## src/mwdt_defs.svh

```systemverilog
// Register offsets, field positions, reset values and timing constants of the watchdog.
`ifndef MWDT_DEFS_SVH
`define MWDT_DEFS_SVH
`define MWDT_ADDR_CTRL      16'h7F37
`define MWDT_ADDR_COUNT     16'h7F38
`define MWDT_BIT_UNLOCK     0
`define MWDT_BIT_ENABLE     1
`define MWDT_CTRL_RESET     8'h00
`define MWDT_COUNT_RESET    8'hFF
`define MWDT_COUNT_DISABLE  8'h00
`define MWDT_COUNT_LAST     8'h01
`define MWDT_PRESCALE_DIV   512
`define MWDT_PRESCALE_LAST  9'h1FF
`define MWDT_PRESCALE_ZERO  9'h000
`endif

```

## src/mwdt_pkg.sv

```systemverilog
// Types shared by the watchdog modules.
package mwdt_pkg;
  typedef struct packed {
    logic       wr;
    logic       rd;
    logic [15:0] addr;
    logic [7:0] wdata;
  } mwdt_bus_req_t;
  typedef struct packed {
    logic enable;
    logic unlock;
  } mwdt_ctrl_t;
endpackage

```

## src/mwdt_prescaler.sv

```systemverilog
// Prescaler that divides the slow clock ticks down to one watchdog tick.
`timescale 1ns/10ps
`default_nettype none
`include "mwdt_defs.svh"
module mwdt_prescaler #(
  parameter int unsigned DIV = `MWDT_PRESCALE_DIV
) (
  input  wire logic i_clk,
  input  wire logic i_reset,
  input  wire logic i_ce,
  input  wire logic i_clear,
  input  wire logic i_run,
  input  wire logic i_slow_tick,
  output logic      o_tick
);
  localparam int W = $clog2(DIV);
  localparam logic [W-1:0] LAST = W'(DIV - 1);
  logic [W-1:0] cnt_reg;
  logic [W-1:0] cnt_next;

  always_comb begin
    cnt_next = cnt_reg;
    o_tick   = 1'b0;
    if (i_clear || !i_run) begin
      cnt_next = '0;
    end else if (i_slow_tick) begin
      if (cnt_reg == LAST) begin
        cnt_next = '0;
        o_tick   = 1'b1;
      end else begin
        cnt_next = W'(cnt_reg + 1'b1);
      end
    end
  end

  always_ff @(posedge i_clk or posedge i_reset) begin
    if (i_reset) begin
      cnt_reg <= '0;
    end else if (i_ce) begin
      cnt_reg <= cnt_next;
    end
  end
endmodule
`default_nettype wire

```

## src/mwdt_sync.sv

```systemverilog
// Three-stage synchroniser for the slow tick clock arriving from outside.
`timescale 1ns/10ps
`default_nettype none
module mwdt_sync (
  input  wire logic i_clk,
  input  wire logic i_reset,
  input  wire logic i_ce,
  input  wire logic i_async,
  output logic      o_rise
);
  logic [2:0] sync_reg;
  logic [2:0] sync_next;
  logic       level_reg;
  logic       level_next;

  always_comb begin
    sync_next  = {sync_reg[1:0], i_async};
    level_next = level_reg;
    // A change counts only once stages two and three agree.
    if (sync_reg[1] == sync_reg[2]) begin
      level_next = sync_reg[2];
    end
  end

  always_ff @(posedge i_clk or posedge i_reset) begin
    if (i_reset) begin
      sync_reg  <= 3'h0;
      level_reg <= 1'b0;
    end else if (i_ce) begin
      sync_reg  <= sync_next;
      level_reg <= level_next;
    end
  end

  assign o_rise = i_ce & level_next & ~level_reg;
endmodule
`default_nettype wire

```

## src/mwdt_top.sv

```systemverilog
// Watchdog of the embedded controller with its two memory-mapped registers.
`timescale 1ns/10ps
`default_nettype none
`include "mwdt_defs.svh"
// Contract
// - Eight-bit down counter driven through a nine-bit prescaler from free 32 kHz.
// - Counter decrements once every 512 slow clock cycles, 16 ms.
// - Enabled counter underflow raises a standby-domain power-on reset.
// - Counting continues during controller idle; underflow in idle still resets.
// - Inactive after reset; starts only when firmware sets enable bit D1.
// - Counter writes accepted only while unlock bit D0 is set.
// - Any counter write clears the unlock bit automatically.
// - Reload value sets interval in 16 ms steps, 01h to FFh.
// - Unlocked write of 00h clears enable and unlock bits.
// - Prescaler restarts whenever the counter register is loaded.
// - Reset values: counter FFh, control/status 00h.
module mwdt_top (
  input  wire logic                  i_clk,
  input  wire logic                  i_reset,
  input  wire logic                  i_ce,
  input  wire logic                  i_clk32k,
  input  wire mwdt_pkg::mwdt_bus_req_t i_bus,
  output logic [7:0]                 o_rdata,
  output logic                       o_por,
  output logic                       o_enabled,
  output logic [7:0]                 o_count
);
  // ------------------------------------------------------------
  // Register state
  // ------------------------------------------------------------
  mwdt_pkg::mwdt_ctrl_t ctrl_reg;
  mwdt_pkg::mwdt_ctrl_t ctrl_next;
  logic [7:0]           count_reg;
  logic [7:0]           count_next;
  logic [7:0]           rdata_reg;
  logic [7:0]           rdata_next;
  logic                 por_reg;
  logic                 por_next;
  logic                 slow_tick;
  logic                 wd_tick;
  logic                 count_wr;
  logic                 ctrl_wr;
  logic                 load;

  // ------------------------------------------------------------
  // Slow clock and prescaler
  // ------------------------------------------------------------
  mwdt_sync u_sync (
    .i_clk   (i_clk),
    .i_reset (i_reset),
    .i_ce    (i_ce),
    .i_async (i_clk32k),
    .o_rise  (slow_tick)
  );

  mwdt_prescaler #(
    .DIV (`MWDT_PRESCALE_DIV)
  ) u_pre (
    .i_clk       (i_clk),
    .i_reset     (i_reset),
    .i_ce        (i_ce),
    .i_clear     (load | por_reg),
    .i_run       (ctrl_reg.enable),
    .i_slow_tick (slow_tick),
    .o_tick      (wd_tick)
  );

  // ------------------------------------------------------------
  // Address decode
  // ------------------------------------------------------------
  always_comb begin
    ctrl_wr  = 1'b0;
    count_wr = 1'b0;
    if (i_bus.wr && i_bus.addr == `MWDT_ADDR_CTRL) begin
      ctrl_wr = 1'b1;
    end else if (i_bus.wr && i_bus.addr == `MWDT_ADDR_COUNT) begin
      count_wr = 1'b1;
    end
  end

  assign load = count_wr & ctrl_reg.unlock;

  // ------------------------------------------------------------
  // Control, counter and reset generation
  // ------------------------------------------------------------
  always_comb begin
    ctrl_next  = ctrl_reg;
    count_next = count_reg;
    por_next   = 1'b0;
    rdata_next = rdata_reg;
    if (por_reg) begin
      // The generated reset restores power-on values.
      ctrl_next.enable = 1'b0;
      ctrl_next.unlock = 1'b0;
      count_next       = `MWDT_COUNT_RESET;
    end else begin
      if (ctrl_wr) begin
        ctrl_next.enable = i_bus.wdata[`MWDT_BIT_ENABLE];
        ctrl_next.unlock = i_bus.wdata[`MWDT_BIT_UNLOCK];
      end
      if (count_wr) begin
        ctrl_next.unlock = 1'b0;
      end
      if (load) begin
        count_next = i_bus.wdata;
        if (i_bus.wdata == `MWDT_COUNT_DISABLE) begin
          ctrl_next.enable = 1'b0;
        end
      end else if (ctrl_reg.enable && wd_tick) begin
        // Idle does not stop this path: only enable and the slow clock matter.
        if (count_reg == `MWDT_COUNT_LAST) begin
          por_next = 1'b1;
        end
        count_next = 8'(count_reg - 8'h01);
      end
    end
    if (i_bus.rd && i_bus.addr == `MWDT_ADDR_CTRL) begin
      rdata_next = {6'h00, ctrl_reg.enable, ctrl_reg.unlock};
    end else if (i_bus.rd && i_bus.addr == `MWDT_ADDR_COUNT) begin
      rdata_next = count_reg;
    end else if (i_bus.rd) begin
      rdata_next = 8'h00;
    end
  end

  always_ff @(posedge i_clk or posedge i_reset) begin
    if (i_reset) begin
      ctrl_reg  <= '0;
      count_reg <= `MWDT_COUNT_RESET;
      por_reg   <= 1'b0;
      rdata_reg <= 8'h00;
    end else if (i_ce) begin
      ctrl_reg  <= ctrl_next;
      count_reg <= count_next;
      por_reg   <= por_next;
      rdata_reg <= rdata_next;
    end
  end

  assign o_rdata   = rdata_reg;
  assign o_por     = por_reg;
  assign o_enabled = ctrl_reg.enable;
  assign o_count   = count_reg;

  // ------------------------------------------------------------
  // Checking helpers
  // ------------------------------------------------------------
  // Counts slow clock rises since the prescaler last restarted, as an
  // independent measure of the watchdog tick period.
  logic [9:0] slow_cnt_reg;
  logic [9:0] slow_cnt_next;

  always_comb begin
    slow_cnt_next = slow_cnt_reg;
    if (load || por_reg || !ctrl_reg.enable || wd_tick) begin
      slow_cnt_next = 10'h000;
    end else if (slow_tick && slow_cnt_reg != 10'h3FF) begin
      slow_cnt_next = 10'(slow_cnt_reg + 10'h001);
    end
  end

  always_ff @(posedge i_clk or posedge i_reset) begin
    if (i_reset) begin
      slow_cnt_reg <= 10'h000;
    end else if (i_ce) begin
      slow_cnt_reg <= slow_cnt_next;
    end
  end
endmodule
`default_nettype wire

```

## config.mk

```make
export PLATFORM = sky130hd
export DESIGN_NAME = mwdt_top
export DESIGN_NICKNAME = d
export VERILOG_FILES = /design/src/mwdt_pkg.sv /design/src/mwdt_prescaler.sv /design/src/mwdt_sync.sv /design/src/mwdt_top.sv
export VERILOG_INCLUDE_DIRS = /design/src
export SDC_FILE = /design/constraint.sdc
export NUM_CORES = 1
export LEC_CHECK = 0
export BUFFER_PORTS_ARGS = -buffer_cell sky130_fd_sc_hd__buf_2
export CORE_MARGIN = 3
export CORE_UTILIZATION = 30
export DETAILED_ROUTE_END_ITERATION = 10
export HOLD_SLACK_MARGIN = 0.02
export SLEW_MARGIN = 0
export SYNTH_ARGS = -nofsm -noshare
export SYNTH_HDL_FRONTEND = slang
export SYNTH_HIERARCHICAL = 1
export SYNTH_SLANG_ARGS = --single-unit
```

## constraint.sdc

```tcl
create_clock -name i_clk -period 4.6 [get_ports i_clk]
set_clock_uncertainty 0.2 [all_clocks]
set_input_delay 0 -clock i_clk [delete_from_list [all_inputs] [get_ports i_clk]]
set_output_delay 0 -clock i_clk [all_outputs]
set_load 0.03 [all_outputs]
```

# Word level (Yosys, flattened, before mapping)
# Cells that the tools add are included.
[totals] word_cells=61 input_bits=30 ff_bits=32 output_inout_bits=18
[op_classes] n_eq_ne=5 reduce_logical=16 addsub=2 n_bitwise=5 mux=25
[ops] op="$mux W8" n=6
[ops] op="$eq A16 B15 Y1 const B" n=2
[ops] op="$mux W9" n=3
[ops] op="$mux W1" n=14
[ops] op="$add A9 B1 Y9 const B" n=1
[ops] op="$eq A9 B9 Y1 const B" n=1
[ops] op="$reduce_bool A3 Y1" n=3
[ops] op="$eq A8 B1 Y1 const B" n=1
[ops] op="$logic_not A8 Y1" n=1
[ops] op="$reduce_and A2 Y1" n=4
[ops] op="$sub A8 B1 Y8 const B" n=1
[ops] op="$logic_and A1 B1 Y1" n=5
[ops] op="$mux W2" n=2
[ops] op="$and A1 B1 Y1" n=3
[ops] op="$reduce_bool A2 Y1" n=1
[ops] op="$eq A1 B1 Y1" n=1
[ops] op="$logic_not A1 Y1" n=1
[ops] op="$logic_or A1 B1 Y1" n=1
[ops] op="$not A1 Y1" n=1
[ops] op="$or A1 B1 Y1" n=1

# Logic depth before layout (Yosys ltp)
[logic_depth] word_depth=12 ltp_mapped=12 mapped_depth_nobuf=12

# Modules after synthesis
# Netlist, hierarchy kept.
[by_module_without_submodules] module="mwdt_top" seq_area_each_um2=485.5 area_each_um2=1216.2 cells_per_inst=125 instances=1
[by_module_without_submodules] module="mwdt_prescaler" seq_area_each_um2=225.2 area_each_um2=528.0 cells_per_inst=54 instances=1
[by_module_without_submodules] module="mwdt_sync" seq_area_each_um2=100.1 area_each_um2=163.9 cells_per_inst=14 instances=1

# Worst setup path before layout
# No wires, ideal clock.
[synth_timing] path_kind="register to register" start="register por_reg (netlist: o_por)" end="register count_reg[5] (netlist: o_count[5])" stages_incl_launch_ff=11 arrival_time_ns=2.301 path_buffers=1 path_slack_ns=2.026 period_less_slack_ns=2.574 setup_ns=0.073 t_required_ns=4.327 cell_sequence="dfrtp_1 -> clkbuf_1 -> nor2_1 -> inv_1 -> nand2b_1 -> nor2_1 -> nand2_1 -> nor4_2 -> a211o_1 -> o22ai_1 -> a21oi_1"
[synth_via] elab_chain_len=6 elab_cells_between_ends=7 classes_between="2 x mux; 1 x bitwise; 4 x reduce/logical"
[synth_lines] element="from (decl)" line_no="mwdt_top.sv:37" source="logic por_reg;"
[synth_lines] element="from (signal assigned)" line_no="mwdt_top.sv:135" source="por_reg <= por_next;"
[synth_lines] element="$or A1 B1 Y1" line_no="mwdt_top.sv:62" source=".i_clear (load | por_reg),"
[synth_lines] element="$logic_or A1 B1 Y1" line_no="mwdt_prescaler.sv:24" source="if (i_clear || !i_run) begin"
[synth_lines] element="$mux W1" line_no="mwdt_prescaler.sv:24"
[synth_lines] element="named net wd_tick" line_no="mwdt_top.sv:40" source="logic wd_tick;"
[synth_lines] element="$logic_and A1 B1 Y1" line_no="mwdt_top.sv:109" source="end else if (ctrl_reg.enable && wd_tick) begin"
[synth_lines] element="$reduce_bool A3 Y1 (no source line)"
[synth_lines] element="$reduce_and A2 Y1 (no source line)"
[synth_lines] element="to (signal assigned)" line_no="mwdt_top.sv:129" source="count_reg <= `MWDT_COUNT_RESET;"
[synth_lines] element="to (signal assigned)" line_no="mwdt_top.sv:134" source="count_reg <= count_next;"
[synth_lines] element="to (decl)" line_no="mwdt_top.sv:33" source="logic [7:0] count_reg;"
# The timed path passes the listed nets, and every way through them passes these cells.
# A chain may end at the register's enable or synchronous reset.

# Worst setup path in the final report
[layout_timing] start="input i_ce" end="register count_reg[3] (netlist: o_count[3])"
[layout_via] elab_chain_len=7
[layout_lines] element="from (decl)" line_no="mwdt_top.sv:20" source="input wire logic i_ce,"
[layout_lines] element="$and A1 B1 Y1 (2 in a row)" line_no="mwdt_sync.sv:35" source="assign o_rise = i_ce & level_next & ~level_reg;"
[layout_lines] element="named net slow_tick" line_no="mwdt_top.sv:39" source="logic slow_tick;"
[layout_lines] element="$mux W1" line_no="mwdt_prescaler.sv:26" source="end else if (i_slow_tick) begin"
[layout_lines] element="$mux W1" line_no="mwdt_prescaler.sv:24"
[layout_lines] element="named net wd_tick" line_no="mwdt_top.sv:40"
[layout_lines] element="$logic_and A1 B1 Y1" line_no="mwdt_top.sv:109"
[layout_lines] element="$reduce_bool A3 Y1 (no source line)"
[layout_lines] element="$reduce_and A2 Y1 (no source line)"
# The timed path passes the listed nets, and every way through them passes these cells.

==> results.cfg <==
[global_route]
use_met2_pct = 23.9
antenna_found_initial = 0
grt_max_degree = 27
busiest_layer = met2
grtUsageMet1_pct = 18.3
grt_pass1_vias = 1766
grt_use_met3_pct = 3.46
grt_pass1_wl_um = 8510
grt_usage_pct = 14.5
grt_remaining_overflow = 0

[critical_path]
cp.arrival_ns = 3.55
critPathSlowestCell = dlygate4sd3_1
reg2regPathDepth = 12
rr_endpoint = o_count[3]
r2r_slack_ns = 1.27
critPathMaxStageDelay_ns = 0.60
crit_buf_inv = 3
end_kind = flip-flop
crit_type = input port to flip-flop
cp_data_required_time_ns = 4.61
crit_chain = dlygate4sd3_1 > buf_2 > nand2_1 > nor3_1 > nand2_1 > nor2_1 > nand2_1 > nor4_2 > nand2_1 > mux2i_1 > a211oi_1 > dlygate4sd3_1
r2r-start = ctrl_reg[0]
worstSetupStartpointType = input port
crit_top_cell = nand2_1
path_delay_family = simple AND/OR/NAND/NOR gates
cp_max_fo = 26

[timing]
rsz0062_at_grt = false
setup_violations = 0
tightest_slew_ns = 0.782
hold_violations = 0
period_needed_ns = 3.54
fmax_mhz = 282
min_period_over_period_pct = 77.0
slew_headroom_pct = 47.8
holdWs_ns = 0.0421
finalSetupTns_ns = 0
slew_violations = 0

[die]
rows = 28
design.die.area_um2 = 7350
die_w_um = 85.8
start_util_pct = 31.7
die-height_um = 85.8
pin_count = 48
core-area_um2 = 6030

[finish]
fin_nets = 292
drive_above_1_share_pct = 28.6
utilization_pct = 40.9
largest_reg_flops = 9
diodes = 0
final_cells = 334
fillers = 639
area_delta_synth_final_pct = 29.2

[yosys]
synth.area.top_cells = dfrtp_1 (31%), dfstp_2 (11%), mux2i_1 (4.2%)
synthArstFlopShare_pct = 100
syn_area_per_cell_um2 = 9.89
synth-seq-cells = 32
yosysWarnings = 6
synth_top_cell_by_area = dfrtp_1
synth_area_um2 = 1910
synth_commonest_cells = dfrtp_1 (24), a21oi_1 (14), nor2_1 (14)
yosysTopAreaCellShare_pct = 31.5
ys_seq_area_share_pct = 42.5
yosysMostFrequentCell = dfrtp_1
synthCells = 193
syn_nets = 227
synth_cell_types = 49
synth_edf_count = 0
ys.flop_type = dfrtp_1

[worst_hold_path]
holdPathStages = 4
hp-class = input port to flip-flop
min_to = o_rdata[1]
worstHoldStart = i_bus[16]

[detailed_routing]
drtIter0Drc = 89
route.vias.total = 1788
drcViolationCount = 0
drt-total-wl_um = 5030
dr.pass1.iters = 4
routedWlPerCell_um = 15.1
viasPerCell = 5.35
drtAntennaViolNets = 0

[cts]
cts_buffer_depth = 2
clock-root-buffer = clkbuf_8
ctsResizeCount = 0
clk_pin_slew_worst_paths_ns = 0.06
h-tree-depth = 2
clock-sinks = 32
insertion_delay_ns = 0.28
numCtsBuffers = 5
cts_tree = yes

[status]
run_status = finished clean

[pwr]
p_leak_uw = 0.00115
max-vdd-ir-drop_v = 0.0000959
power.density_nw_per_um2 = 235

[place]
hpwl_um = 3650
dp.cells = 308
port_buffers = 47
gp_congestion = 0.806

[job]
drv_cap = 0
==> layer usage <==
metal / share of wire (%) / wire, um
met1: 45 / 2270
met2: 50 / 2500
met3: 2.9 / 147
met4: 2.2 / 110
met5: 0 / 0
==> final cells by class <==
type | instances | area (um2) | area share, %
inverters | 12 | 45.0 | 1.83
multi-input cells | 142 | 1010 | 41.0
clock buffers | 8 | 90.1 | 3.65
flip-flops and latches | 32 | 811 | 32.9
well taps | 75 | 93.8 | 3.81
repair buffers | 65 | 415 | 16.9
==> metrics by stage <==
step / setup WS, ns / power (uW) / instance area, um2
floorplan: 2.03 / 327 / 1910
global placement: 1.80 / 351 / 2190
detailed placement: 1.73 / 353 / 2190
CTS: 1.07 / 588 / 2460
global route: 0.682 / 610 / 2460
finish: 1.06 / 579 / 2460
==> where the power goes <==
| group | internal [uW] | switching [uW] |
|---|---|---|
| sequential | 290 | 6.56 |
| clock | 122 | 100 |
| combinational | 28.1 | 32.2 |
| total | 440 | 139 |
==> placed cells by master, fill, tap and decap left out, types with 5 or more instances in the layout <==
| cell | instances |
|---|---|
| a21oi_1 | 14 |
| a22o_1 | 7 |
| buf_2 | 47 |
| clkbuf_8 | 6 |
| dfrtp_1 | 24 |
| dfstp_2 | 8 |
| dlygate4sd3_1 | 18 |
| inv_1 | 12 |
| mux2i_1 | 8 |
| nand2_1 | 12 |
| nand3_1 | 7 |
| nand4_1 | 7 |
| nor2_1 | 14 |
| o21ai_0 | 5 |
| o31ai_1 | 7 |
==> tightest hold or removal path, stage by stage <==
cell and delay [ns]:
buf_2 0.09, and4_1 0.16, nand4_1 0.14, o31ai_1 0.09
==> logic make-up after synthesis <==
kind of cell    synth area share, %
flops                          42.5
simple gates                   25.2
compound gates                 19.1
fa+ha+maj                      2.62
buf+inv                        4.59
mux                            5.97
==> how the worst max path moves through the flow <==
stage / start / to / slack [ns] / depth (start not counted)
CTS: i_ce / o_count[3] / 1.07 / 12
global placement: i_bus[13] / o_count[7] / 1.80 / 13
finish: i_ce / o_count[3] / 1.06 / 12
floorplan: o_por / o_count[5] / 2.03 / 10
detailed placement: i_bus[13] / o_count[7] / 1.73 / 13
global route: i_ce / o_count[3] / 0.68 / 12
==> timing repair <==
action,CTS,global route
setup buffers,0,0
setup endpoints to repair,0,0
hold endpoints to repair,37,0
hold buffers,18,0
(Power assumes the default switching activity.)
